<file path="src/hw/ipc_defs.svh">
/*
  Register offsets, field positions, widths and reset values of the
  interrupt post/clear and mask bank.
  Assumes an 8-bit register port addressed by byte offset.
*/
`ifndef IPC_DEFS_SVH
`define IPC_DEFS_SVH

// register port widths
`define IPC_ADDR_W 8
`define IPC_DATA_W 8

// register offsets
`define IPC_ADDR_POST0 8'hDA
`define IPC_ADDR_POST1 8'hDB
`define IPC_ADDR_POST2 8'hDC
`define IPC_ADDR_MASK2 8'hDE
`define IPC_ADDR_MASK1 8'hDF
`define IPC_ADDR_MASK0 8'hE0
`define IPC_ADDR_SWEN 8'hE1

// source counts per group and in total
`define IPC_G0_W 8
`define IPC_G1_W 8
`define IPC_G2_W 6
`define IPC_NUM_SRC 22
`define IPC_VEC_W 5

// flat source positions of each group
`define IPC_G0_LSB 0
`define IPC_G1_LSB 8
`define IPC_G2_LSB 16

// software-enable field position
`define IPC_SWEN_BIT 0

// reset values
`define IPC_RST_BYTE 8'h00
`define IPC_RST_G2 6'h00
`define IPC_RST_SRC 22'h000000
`define IPC_RST_VEC 5'h00

`endif

</file>
<file path="src/hw/ipc_pkg.sv">
/*
  Types shared by the interrupt post/clear and mask bank.
  Assumes ipc_defs.svh is on the include path.
*/
`include "ipc_defs.svh"

package ipc_pkg;
  // one register byte
  typedef logic [`IPC_DATA_W-1:0] ipc_byte_t;
  // one bit per interrupt source, bit 0 is the highest priority
  typedef logic [`IPC_NUM_SRC-1:0] ipc_src_t;
  // index of a source as presented to the core
  typedef logic [`IPC_VEC_W-1:0] ipc_vec_t;
endpackage

</file>
<file path="src/hw/ipc_post_cell.sv">
/*
  One posted-interrupt flag with hardware set, software post, software
  clear and service clear.
  Assumes all inputs come from logic on ref_clk.
*/
`timescale 1ns/1ps
`default_nettype none

module ipc_post_cell (
  input wire logic ref_clk,
  input wire logic rst_n,
  input wire logic clk_en,
  input wire logic hw_set,
  input wire logic sw_post,
  input wire logic sw_clear,
  input wire logic svc_clear,
  output logic posted_r,
  output logic posted_nxt
);
  // any set beats any clear in the same cycle
  assign posted_nxt = hw_set | sw_post | (posted_r & ~(sw_clear | svc_clear));

  // flag flop, frozen while clk_en is low
  always_ff @(posedge ref_clk or negedge rst_n) begin
    if (!rst_n) begin
      posted_r <= 1'b0;
    end else if (clk_en) begin
      posted_r <= posted_nxt;
    end
  end
endmodule

`default_nettype wire

</file>
<file path="src/hw/ipc_prio_enc.sv">
/*
  Fixed-priority encoder: lowest set index wins.
  Assumes sources are ordered by priority, index 0 the highest.
*/
`timescale 1ns/1ps
`default_nettype none

module ipc_prio_enc #(
  parameter int N = 22,
  parameter int W = 5
) (
  input wire logic [N-1:0] pending,
  output logic any,
  output logic [W-1:0] idx
);
  assign any = |pending;

  // scan from the bottom of the table upward so the top entry wins last
  always_comb begin
    idx = '0;
    for (int k = N - 1; k >= 0; k--) begin
      if (pending[k]) begin
        idx = W'(k);
      end
    end
  end
endmodule

`default_nettype wire

</file>
<file path="src/hw/ipc_bank.sv">
/*
  Interrupt post/clear and mask bank with fixed-priority presentation
  to the cpu_core.
  Holds three post/clear registers, three mask registers and the
  soft-enable flag, one posted flag per source, and a registered
  request and vector for the core.
  Assumes a single ref_clk domain, peripheral requests from logic on
  that clock, and a register master that never strobes read and write
  together. The core answers with a one-cycle service pulse that
  clears the source named by the vector.
*/
// Design decision made here: strobed register access.
// Summary of operation
// RL1: reading post register shows posted sources
// RL2: write zero, soft enable off: clears post
// RL3: write one, soft enable on: posts interrupt
// RL4: other write combinations leave post unchanged
// RL5: group two: bit5 wakeup, bits4-0 endpoints
// RL6: cleared mask keeps post from pending
// RL7: masked sources still post
// RL8: each mask bit affects only itself
// RL9: set mask makes posted source pending
// RL10: higher priority pending is presented first
// RL11: mask zero bits 7-0 fixed order
// RL12: mask one: endpoints, frame, reset, timers
// RL13: mask two: wakeup and endpoints 8-4
// RL14: software writes zero to reserved bits
// RL15: soft enable is bit0, resets zero
// RL16: fixed priority table, index zero highest
// RL17: masks and posts reset to zero
// RL18: hardware set beats clearing write
`timescale 1ns/1ps
`default_nettype none
`include "ipc_defs.svh"

module ipc_bank (
  input wire logic ref_clk,
  input wire logic rst_n,
  input wire logic clk_en,
  input wire logic [`IPC_ADDR_W-1:0] addr,
  input wire logic [`IPC_DATA_W-1:0] wdata,
  input wire logic wr_en,
  input wire logic rd_en,
  output logic [`IPC_DATA_W-1:0] rdata,
  input wire logic [`IPC_NUM_SRC-1:0] src_req,
  input wire logic irq_ack,
  output logic irq_req,
  output logic [`IPC_VEC_W-1:0] irq_vec
);

  // address decode
  // offsets outside the map select nothing, so writes there fall away
  wire logic sel_post0 = (addr == `IPC_ADDR_POST0); // group zero post/clear
  wire logic sel_post1 = (addr == `IPC_ADDR_POST1); // group one post/clear
  wire logic sel_post2 = (addr == `IPC_ADDR_POST2); // group two post/clear
  wire logic sel_mask0 = (addr == `IPC_ADDR_MASK0); // group zero mask
  wire logic sel_mask1 = (addr == `IPC_ADDR_MASK1); // group one mask
  wire logic sel_mask2 = (addr == `IPC_ADDR_MASK2); // group two mask
  wire logic sel_swen = (addr == `IPC_ADDR_SWEN); // software-enable

  // qualified write strobes; clk_en gates them so a frozen block drops nothing late
  // reads need no gate here: the read data flop is frozen by clk_en itself
  wire logic wr_post0 = wr_en & clk_en & sel_post0;
  wire logic wr_post1 = wr_en & clk_en & sel_post1;
  wire logic wr_post2 = wr_en & clk_en & sel_post2;
  wire logic wr_mask0 = wr_en & clk_en & sel_mask0;
  wire logic wr_mask1 = wr_en & clk_en & sel_mask1;
  wire logic wr_mask2 = wr_en & clk_en & sel_mask2;
  wire logic wr_swen = wr_en & clk_en & sel_swen;

  // control and state registers
  ipc_pkg::ipc_byte_t mask0_r; // mask group zero, 1 = unmasked
  ipc_pkg::ipc_byte_t mask1_r; // mask group one
  // group two keeps only six live bits; reads pad the top two with zeros
  logic [`IPC_G2_W-1:0] mask2_r; // mask group two, bits 7:6 absent
  logic swen_r; // software-interrupt enable
  wire ipc_pkg::ipc_src_t posted_r; // posted flags, flat, one cell per bit
  wire ipc_pkg::ipc_src_t posted_nxt; // next posted flags
  ipc_pkg::ipc_vec_t irq_vec_r; // presented source index
  logic irq_req_r; // any source pending
  ipc_pkg::ipc_byte_t rdata_r; // read data, one cycle after strobe

  // next-values of the masks, so the vector tracks a write in the same edge
  ipc_pkg::ipc_byte_t mask0_nxt;
  ipc_pkg::ipc_byte_t mask1_nxt;
  logic [`IPC_G2_W-1:0] mask2_nxt;
  assign mask0_nxt = wr_mask0 ? wdata : mask0_r; // [RL11]
  assign mask1_nxt = wr_mask1 ? wdata : mask1_r; // [RL12]
  assign mask2_nxt = wr_mask2 ? wdata[`IPC_G2_W-1:0] : mask2_r; // [RL13]

  // flat mask vectors in priority order
  ipc_pkg::ipc_src_t mask_w;
  ipc_pkg::ipc_src_t mask_nxt_w;
  assign mask_w = {mask2_r, mask1_r, mask0_r};
  assign mask_nxt_w = {mask2_nxt, mask1_nxt, mask0_nxt};

  // pending = posted and unmasked, bit by bit
  ipc_pkg::ipc_src_t pending_w;
  ipc_pkg::ipc_src_t pending_nxt;
  assign pending_w = posted_r & mask_w; // [RL6] [RL8]
  assign pending_nxt = posted_nxt & mask_nxt_w; // [RL9]

  // one-hot service clear for the source the core just took
  // the vector flop always names the live top source, so no compare is needed
  ipc_pkg::ipc_src_t svc_onehot;
  assign svc_onehot = (irq_ack && irq_req_r) ?
                      (ipc_pkg::ipc_src_t'(1) << irq_vec_r) : '0;

  // write data spread over the flat source map
  ipc_pkg::ipc_src_t wr_grp_w; // source sits in the written post register
  ipc_pkg::ipc_src_t wr_bit_w; // written bit value for that source
  assign wr_grp_w = {{`IPC_G2_W{wr_post2}}, {`IPC_G1_W{wr_post1}}, {`IPC_G0_W{wr_post0}}};
  assign wr_bit_w = {wdata[`IPC_G2_W-1:0], wdata, wdata}; // [RL5] bits 7:6 of group two dropped

  // one flag per source; masks never feed the set path
  // a set from hardware or software wins over any clear in the same cycle
  genvar gi;
  generate
    for (gi = 0; gi < `IPC_NUM_SRC; gi++) begin : g_src
      wire logic sw_post_w;
      wire logic sw_clear_w;
      // write one with soft enable posts; write zero without it clears
      assign sw_post_w = wr_grp_w[gi] & swen_r & wr_bit_w[gi]; // [RL3]
      assign sw_clear_w = wr_grp_w[gi] & ~swen_r & ~wr_bit_w[gi]; // [RL2] [RL4]
      ipc_post_cell u_cell (
        .ref_clk(ref_clk),
        .rst_n(rst_n),
        .clk_en(clk_en),
        .hw_set(src_req[gi]), // [RL7] [RL18]
        .sw_post(sw_post_w),
        .sw_clear(sw_clear_w),
        .svc_clear(svc_onehot[gi]),
        .posted_r(posted_r[gi]),
        .posted_nxt(posted_nxt[gi])
      );
    end
  endgenerate

  // priority pick on next pending, so vector and flags agree every cycle
  // this costs a longer path from the strobes, but no cycle of stale vector
  wire logic enc_any;
  ipc_pkg::ipc_vec_t enc_idx;
  ipc_prio_enc #(
    .N(`IPC_NUM_SRC),
    .W(`IPC_VEC_W)
  ) u_enc (
    .pending(pending_nxt),
    .any(enc_any),
    .idx(enc_idx)
  );

  // read mux; unmapped offsets and reserved bits read zero
  // a read has no side effect: flags fall only by a write or by service
  ipc_pkg::ipc_byte_t rd_mux;
  assign rd_mux =
    sel_post0 ? posted_r[`IPC_G1_LSB-1:`IPC_G0_LSB] :
    sel_post1 ? posted_r[`IPC_G2_LSB-1:`IPC_G1_LSB] :
    sel_post2 ? {2'h0, posted_r[`IPC_NUM_SRC-1:`IPC_G2_LSB]} : // [RL1] [RL5]
    sel_mask0 ? mask0_r :
    sel_mask1 ? mask1_r :
    sel_mask2 ? {2'h0, mask2_r} :
    sel_swen ? {7'h00, swen_r} :
    `IPC_RST_BYTE;

  // mask registers, each written only by its own strobe
  // a new mask reaches the request flop at the edge that takes the write
  always_ff @(posedge ref_clk or negedge rst_n) begin
    if (!rst_n) begin
      mask0_r <= `IPC_RST_BYTE; // [RL17]
      mask1_r <= `IPC_RST_BYTE;
      mask2_r <= `IPC_RST_G2;
    end else if (clk_en) begin
      mask0_r <= mask0_nxt;
      mask1_r <= mask1_nxt;
      mask2_r <= mask2_nxt;
    end
  end

  // software-enable flag; upper bits of its register are not stored
  // it only steers writes to the post registers, never the flags themselves
  always_ff @(posedge ref_clk or negedge rst_n) begin
    if (!rst_n) begin
      swen_r <= 1'b0; // [RL15]
    end else if (wr_swen) begin
      swen_r <= wdata[`IPC_SWEN_BIT]; // [RL15]
    end
  end

  // presentation to the core, highest priority first
  // the core sees a one-cycle delay from any request or mask change
  always_ff @(posedge ref_clk or negedge rst_n) begin
    if (!rst_n) begin
      irq_req_r <= 1'b0;
      irq_vec_r <= `IPC_RST_VEC;
    end else if (clk_en) begin
      irq_req_r <= enc_any; // [RL9]
      irq_vec_r <= enc_idx; // [RL10] [RL16]
    end
  end

  // read data register; a read has no side effect on the flags
  // zero outside the answer cycle keeps the port quiet on a shared bus
  always_ff @(posedge ref_clk or negedge rst_n) begin
    if (!rst_n) begin
      rdata_r <= `IPC_RST_BYTE;
    end else if (clk_en) begin
      // hold zero between reads so stale data never looks valid
      rdata_r <= rd_en ? rd_mux : `IPC_RST_BYTE;
    end
  end

  // every output comes straight from a flop
  assign rdata = rdata_r;
  assign irq_req = irq_req_r;
  assign irq_vec = irq_vec_r;

  // checks of the post, mask and presentation rules
  // group two views for the checks below
  wire logic [`IPC_G2_W-1:0] post2_w = posted_r[`IPC_NUM_SRC-1:`IPC_G2_LSB];
  wire logic [`IPC_G2_W-1:0] req2_w = src_req[`IPC_NUM_SRC-1:`IPC_G2_LSB];
  // bits of a group two write that the soft enable says to ignore
  wire logic [`IPC_G2_W-1:0] ign2_w = wdata[`IPC_G2_W-1:0] ^ {`IPC_G2_W{swen_r}};

  // read of group two returns the posted flags of the previous cycle
  read_post_a: assert property ( // [RL1]
    @(posedge ref_clk) disable iff (!rst_n)
    (clk_en && rd_en && sel_post2) |=>
      (rdata == {2'h0, $past(posted_r[`IPC_NUM_SRC-1:`IPC_G2_LSB])}))
    else $error("group two read does not match posted flags");

  // zeros written without soft enable clear their flags unless a request lands
  soft_clear_a: assert property ( // [RL2]
    @(posedge ref_clk) disable iff (!rst_n)
    (wr_post2 && !swen_r) |=>
      ((post2_w & ~$past(wdata[`IPC_G2_W-1:0]) & ~$past(req2_w)) == '0))
    else $error("write zero did not clear a group two flag");

  // ones written with soft enable post their flags
  soft_post_a: assert property ( // [RL3]
    @(posedge ref_clk) disable iff (!rst_n)
    (wr_post2 && swen_r) |=>
      ((post2_w & $past(wdata[`IPC_G2_W-1:0])) == $past(wdata[`IPC_G2_W-1:0])))
    else $error("write one did not post a group two flag");

  // ignored bits (one without soft enable, zero with it) keep their flags
  write_ignored_a: assert property ( // [RL4]
    @(posedge ref_clk) disable iff (!rst_n)
    (wr_post2 && req2_w == '0 && svc_onehot == '0) |=>
      (((post2_w ^ $past(post2_w)) & $past(ign2_w)) == '0))
    else $error("ignored write changed a flag");

  // requests post whatever the mask, and a set wins over any clear
  masked_post_a: assert property ( // [RL7] [RL18]
    @(posedge ref_clk) disable iff (!rst_n)
    (clk_en && src_req != '0) |=> ((posted_r & $past(src_req)) == $past(src_req)))
    else $error("request lost while masked or cleared");

  // a group zero mask write touches no other mask register
  mask_alone_a: assert property ( // [RL8]
    @(posedge ref_clk) disable iff (!rst_n)
    wr_mask0 |=> (mask1_r == $past(mask1_r) && mask2_r == $past(mask2_r)))
    else $error("mask write disturbed another group");

  // the request tracks unmasked posted flags, and only those
  pending_gate_a: assert property ( // [RL6] [RL9]
    @(posedge ref_clk) disable iff (!rst_n)
    irq_req == (pending_w != '0))
    else $error("request does not follow posted and mask");

  // the vector names a pending source with nothing higher pending
  prio_order_a: assert property ( // [RL10]
    @(posedge ref_clk) disable iff (!rst_n)
    irq_req |->
      (pending_w[irq_vec] &&
       ((pending_w & ((ipc_pkg::ipc_src_t'(1) << irq_vec) - ipc_pkg::ipc_src_t'(1))) == '0)))
    else $error("vector is not the highest pending source");

  // soft enable follows bit zero of its register
  soft_enable_a: assert property ( // [RL15]
    @(posedge ref_clk) disable iff (!rst_n)
    wr_swen |=> (swen_r == $past(wdata[`IPC_SWEN_BIT])))
    else $error("soft enable did not take bit zero");

  // a serviced source leaves the posted set one edge later
  service_clear_a: assert property ( // [RL10]
    @(posedge ref_clk) disable iff (!rst_n)
    (clk_en && irq_ack && irq_req && !src_req[irq_vec] &&
     !(swen_r && wr_grp_w[irq_vec] && wr_bit_w[irq_vec])) |=>
      !posted_r[$past(irq_vec)])
    else $error("serviced source still posted");

  // group zero mask register takes its whole written byte
  mask_take_a: assert property ( // [RL11]
    @(posedge ref_clk) disable iff (!rst_n)
    wr_mask0 |=> (mask0_r == $past(wdata)))
    else $error("group zero mask did not take the write");

  // group one mask follows its write
  mask_mid_a: assert property ( // [RL12]
    @(posedge ref_clk) disable iff (!rst_n)
    wr_mask1 |=> (mask1_r == $past(wdata)))
    else $error("group one mask did not take the write");

  // group two mask keeps the six live bits of its write
  mask_top_a: assert property ( // [RL13]
    @(posedge ref_clk) disable iff (!rst_n)
    wr_mask2 |=> (mask2_r == $past(wdata[`IPC_G2_W-1:0])))
    else $error("group two mask did not take the write");

  // group two mask reads back what it holds
  read_mask_a: assert property ( // [RL13]
    @(posedge ref_clk) disable iff (!rst_n)
    (clk_en && rd_en && sel_mask2) |=> (rdata == {2'h0, $past(mask2_r)}))
    else $error("group two mask read back wrong");

  // unused top bits of the group two registers read zero
  reserved_zero_a: assert property ( // [RL5]
    @(posedge ref_clk) disable iff (!rst_n)
    (clk_en && rd_en && (sel_post2 || sel_mask2)) |=> (rdata[7:6] == 2'h0))
    else $error("unused group two bits read nonzero");

  // soft enable reads back in bit zero only
  read_swen_a: assert property ( // [RL15]
    @(posedge ref_clk) disable iff (!rst_n)
    (clk_en && rd_en && sel_swen) |=> (rdata == {7'h00, $past(swen_r)}))
    else $error("soft enable read back wrong");

  // the presented source is never a masked one
  vec_unmasked_a: assert property ( // [RL6]
    @(posedge ref_clk) disable iff (!rst_n)
    irq_req |-> mask_w[irq_vec])
    else $error("masked source presented to the core");

  // an unmasked request raises the core request at the next edge
  req_pending_a: assert property ( // [RL9]
    @(posedge ref_clk) disable iff (!rst_n)
    (clk_en && (src_req & mask_nxt_w) != '0) |=> irq_req)
    else $error("unmasked request did not reach the core");

  // with no post write and no service, no posted flag falls
  post_hold_a: assert property ( // [RL18]
    @(posedge ref_clk) disable iff (!rst_n)
    (clk_en && !wr_post0 && !wr_post1 && !wr_post2 && svc_onehot == '0) |=>
      ((posted_r & $past(posted_r)) == $past(posted_r)))
    else $error("posted flag fell without a clear");

endmodule

`default_nettype wire

</file>
<file path="config.mk">
export PLATFORM = sky130hd
export DESIGN_NAME = ipc_bank
export DESIGN_NICKNAME = d
export VERILOG_FILES = /design/src/hw/ipc_pkg.sv /design/src/hw/ipc_post_cell.sv /design/src/hw/ipc_prio_enc.sv /design/src/hw/ipc_bank.sv
export VERILOG_INCLUDE_DIRS = /design/src /design/src/hw
export SDC_FILE = /design/constraint.sdc
export NUM_CORES = 1
export LEC_CHECK = 0
export BUFFER_PORTS_ARGS = -buffer_cell sky130_fd_sc_hd__buf_2
export CAP_MARGIN = 5
export CORE_MARGIN = 10
export CORE_UTILIZATION = 49
export CTS_CLUSTER_DIAMETER = 40
export DETAILED_ROUTE_END_ITERATION = 10
export GPL_ROUTABILITY_DRIVEN = 1
export PLACE_DENSITY = 0.73
export SLEW_MARGIN = 10
export SYNTH_ARGS = -nofsm -noshare
export SYNTH_HDL_FRONTEND = slang
export SYNTH_SLANG_ARGS = --single-unit
</file>
<file path="constraint.sdc">
create_clock -name ref_clk -period 2.27 [get_ports ref_clk]
set_clock_uncertainty 0.05 [all_clocks]
set_input_delay 0.1135 -clock ref_clk [delete_from_list [all_inputs] [get_ports ref_clk]]
set_output_delay 0.1135 -clock ref_clk [all_outputs]
set_load 0.05 [all_outputs]
</file>
==> results by group <==
STA
  – Final Worst Setup Slack: -0.2711 ns
  – Final setup violation count: 6
  – Max-slew violation count: 0
  – Tightest Pin Transition: 0.6183 ns
  – Period utilization: 1.119
  – RSZ-0062 raised after global routing: true
  – Minimum clock period: around 2.5 ns
  – Max transition margin: 0.5878
  – Fmax: about 390 MHz
  – Hold_ws: 0.03356 ns
  – Final hold violations: 0

Clock tree
  – H-tree Lvls: 3
  – Clk_lat worst skew: approximately 0.36 ns
  – CTS Sinks: 59
  – Clock Tree Root: clkbuf_8
  – Clk buf depth: 2
  – CTS tree: built
  – Clock slew at reported path FFs: 0.07 ns
  – Number of CTS-inserted buffers: 9

Global routing
  – Number of global-route vias before repair: between 4000 and 5000
  – GRT Util Overall: 0.2642
  – Gr ovfl total: 0
  – First-pass GRT wire length: ~24 mm
  – Initial antenna violation count: 0
  – Pin count of the biggest net entering global routing: between 40 and 50

Layout
  – Final Non-Filler Cells: ~690
  – Area Growth Syn to Fin: 43.27%
  – Layout cell share with drive strength beyond 1: 0.4194
  – Post-route cell area: ~5300 µm²
  – Final net count: approximately 630
  – Fin util: 0.7279
  – Ant. Diodes: 0
  – Filler instances: approximately 560
  – Sequential cell area: around 1500 µm²
  – Multi-input logic area: 2180 µm²

Critical path
  – Worst reg2reg setup slack: -0.27 ns
  – Slowest-stage cell, CP: dfrtp_2
  – Worst path cell trace: or3b_4 > o21a_1 > a21boi_4 > o311ai_4 > o311ai_1 > a31oi_1 > o22ai_1 > a211o_1
  – Crit path launch type: flip-flop
  – Setup CP Type: flip-flop to flip-flop
  – Maximum fanout along the worst path: 8
  – Worst setup EP type: flip-flop
  – Worst path required time: 2.46 ns
  – Slowest stage delay, CP: approximately 0.45 ns
  – Worst EP arrival: 2.73 ns

Synth
  – Synth cell types: between 60 and 70
  – Count leader, synth: dfrtp_1
  – Syn Inst Count: 411
  – Mapped Nets: 455
  – Sequential-to-total area share from yosys stat: 0.3964
  – Post-synth top cells: 59 x dfrtp_1, 48 x nor2_1, 45 x o21ai_0
  – Compound-Gate Fraction of Synth Area: 0.2953
  – Async SR Flop Fraction: 1.000
  – Area leader, netlist: dfrtp_1
  – Mapped Area: ~3700 µm²
  – Adder-Cell Fraction of Synth Area: 0
  – Simple-Gate Fraction of Synth Area: 0.1861
  – Largest family of logic cells by synthesized area: compound AO/OA/AOI/OAI gates
  – Mean Syn Cell Area: about 9 µm²
  – Mux share of post-synthesis cell area: 0.07323
  – XOR/XNOR share of the synthesized area: 0
  – Number of flops mapped to enable cells by yosys: 0
  – Top cell type's share of synthesized area: 0.3964
  – Synthesized flop and latch total: 59
  – Top cells by area, synth: dfrtp_1 40%, o21ai_0 6.0%, a21oi_1 5.0%
  – Ys flop type: dfrtp_1
  – Synth warnings: 0

Placement
  – Final GP Congestion: about 1
  – Post-DP Area: between 4000 and 5000 µm²
  – Worst slack, placed: -0.3361 ns
  – Hpwl dp: between 10 and 15 mm
  – Cell Count Post-Placement: roughly 660
  – Port bufs: 57

Drt
  – Via count: 4416
  – DRC violations left: 0
  – Drt wl/cell: approximately 22 µm
  – Drt first pass iters: 6
  – Final WL: ~15 mm
  – Routed Antenna Nets: 0
  – Vias per cell: ~6.4
  – DRT iter0 DRCs: 535

Die
  – Die height: roughly 110 µm
  – Initial Util: 0.5081
  – CORE AREA: 7331 µm²
  – DIE AREA: ~11000 µm²
  – Die width: around 110 µm
  – # rows: 31
  – I/O pins: between 50 and 60

Flow run
  – MaxCap Viol Count: 0

Power
  – Pwr/cell area: between 500 and 600 nW/µm²
  – Maximum vdd drop: between 0.4 and 0.5 mV
  – Leak pwr: 0.002430 µW

Min path
  – Hold crit path type: primary input to flip-flop

Run status
  – Violated checks: setup timing
  – Status: complete, but fails checks
cell families (layout without fill, tap and decap cells):
group | count (synthesis) | in the layout
multiplexers | 25 | 25
flip-flops | 59 | 59
AO/OA/AOI/OAI | 164 | 164
AND/OR/NAND/NOR | 116 | 116
buffers and inverters | 47 | 225
flip-flops by register name (all words and copies together), names as in the netlist:
name / count
rdata: 8
irq_req: 1
mask1_r: 8
swen_r: 1
mask2_r: 6
g_src.u_cell.posted_r: 22
irq_vec: 5
mask0_r: 8
metrics by stage:
| step | setup TNS, ns | total power [µW] |
|---|---|---|
| floorplan | -0.6482 | 1504 |
| global placement | -1.691 | 1811 |
| detailed placement | -1.690 | 1823 |
| CTS | -0.9861 | 2974 |
| global route | -1.711 | 3104 |
| finish | -1.258 | 3023 |
placed cells by master, fill, tap and decap left out, drive strengths merged, types with 5 or more instances in the layout:
cell,n
nand2,13
nand3,6
o311ai,6
o2111ai,5
dfrtp,59
a221oi,6
buf,176
nor2,48
a211o,5
mux2,12
o21ai,50
o2bb2ai,7
o211ai,9
clkbuf,12
nand3b,5
nor3,5
a222oi,7
mux2i,13
a21oi,37
nor4,12
inv,31
o21a,5
layout make-up:
| type | instances | area share |
|---|---|---|
| clock buffers | 12 | 0.02907 |
| flip-flops and latches | 59 | 0.2781 |
| repair buffers | 177 | 0.2251 |
| clock inverters | 4 | 0.01360 |
| multi-input cells | 305 | 0.4084 |
| well taps | 99 | 0.02321 |
| inverters | 32 | 0.02251 |
per-layer routing:
| layer | vias to the layer above | wire length (µm) | track usage |
|---|---|---|---|
| met4 | 0 | 767 | 0.1354 |
| met5 | - | 0 | 0 |
| met1 | 2095 | 6090 | 0.3391 |
| met3 | 76 | 1806 | 0.07006 |
| met2 | 320 | 6784 | 0.3992 |
| li1 | 1925 | - | - |
critical path: cells and delay by family (launching register included):
kind | cells | cell delay, ns
flip-flops | 1 | 0.45
AO/OA/AOI/OAI | 7 | 1.50
AND/OR/NAND/NOR | 1 | 0.42
where the power goes:
part | leakage (µW) | internal (µW) | switching (µW)
logic | 0.00162 | 299 | 431
registers | 0.000696 | 1110 | 56.8
clock network | 0.000113 | 677 | 454
total | 0.00243 | 2080 | 941
worst paths after layout:
path,from,endpoint,depth (start not counted)
setup reg to reg,irq_vec[1]$_DFFE_PN0P_,irq_vec[0]$_DFFE_PN0P_,8
hold reg to reg,rdata[7]$_DFFE_PN0P_,rdata[7]$_DFFE_PN0P_,1
min in group asynchronous,rst_n,g_src[17].u_cell.posted_r$_DFFE_PN0P_,2
hold / removal,src_req[21],g_src[21].u_cell.posted_r$_DFFE_PN0P_,3
setup / recovery,irq_vec[1]$_DFFE_PN0P_,irq_vec[0]$_DFFE_PN0P_,8
max in group asynchronous,rst_n,g_src[20].u_cell.posted_r$_DFFE_PN0P_,3
timing repair:
action / 4_1_cts / 5_1_grt
pin swaps: 10 / 8
hold endpoints to repair: 20 / 0
gates resized for setup: 11 / 19
setup endpoints to repair: 6 / 6
hold buffers: 1 / 0
setup buffers: 6 / 4
No activity file was read; power rests on OpenSTA's default activity.
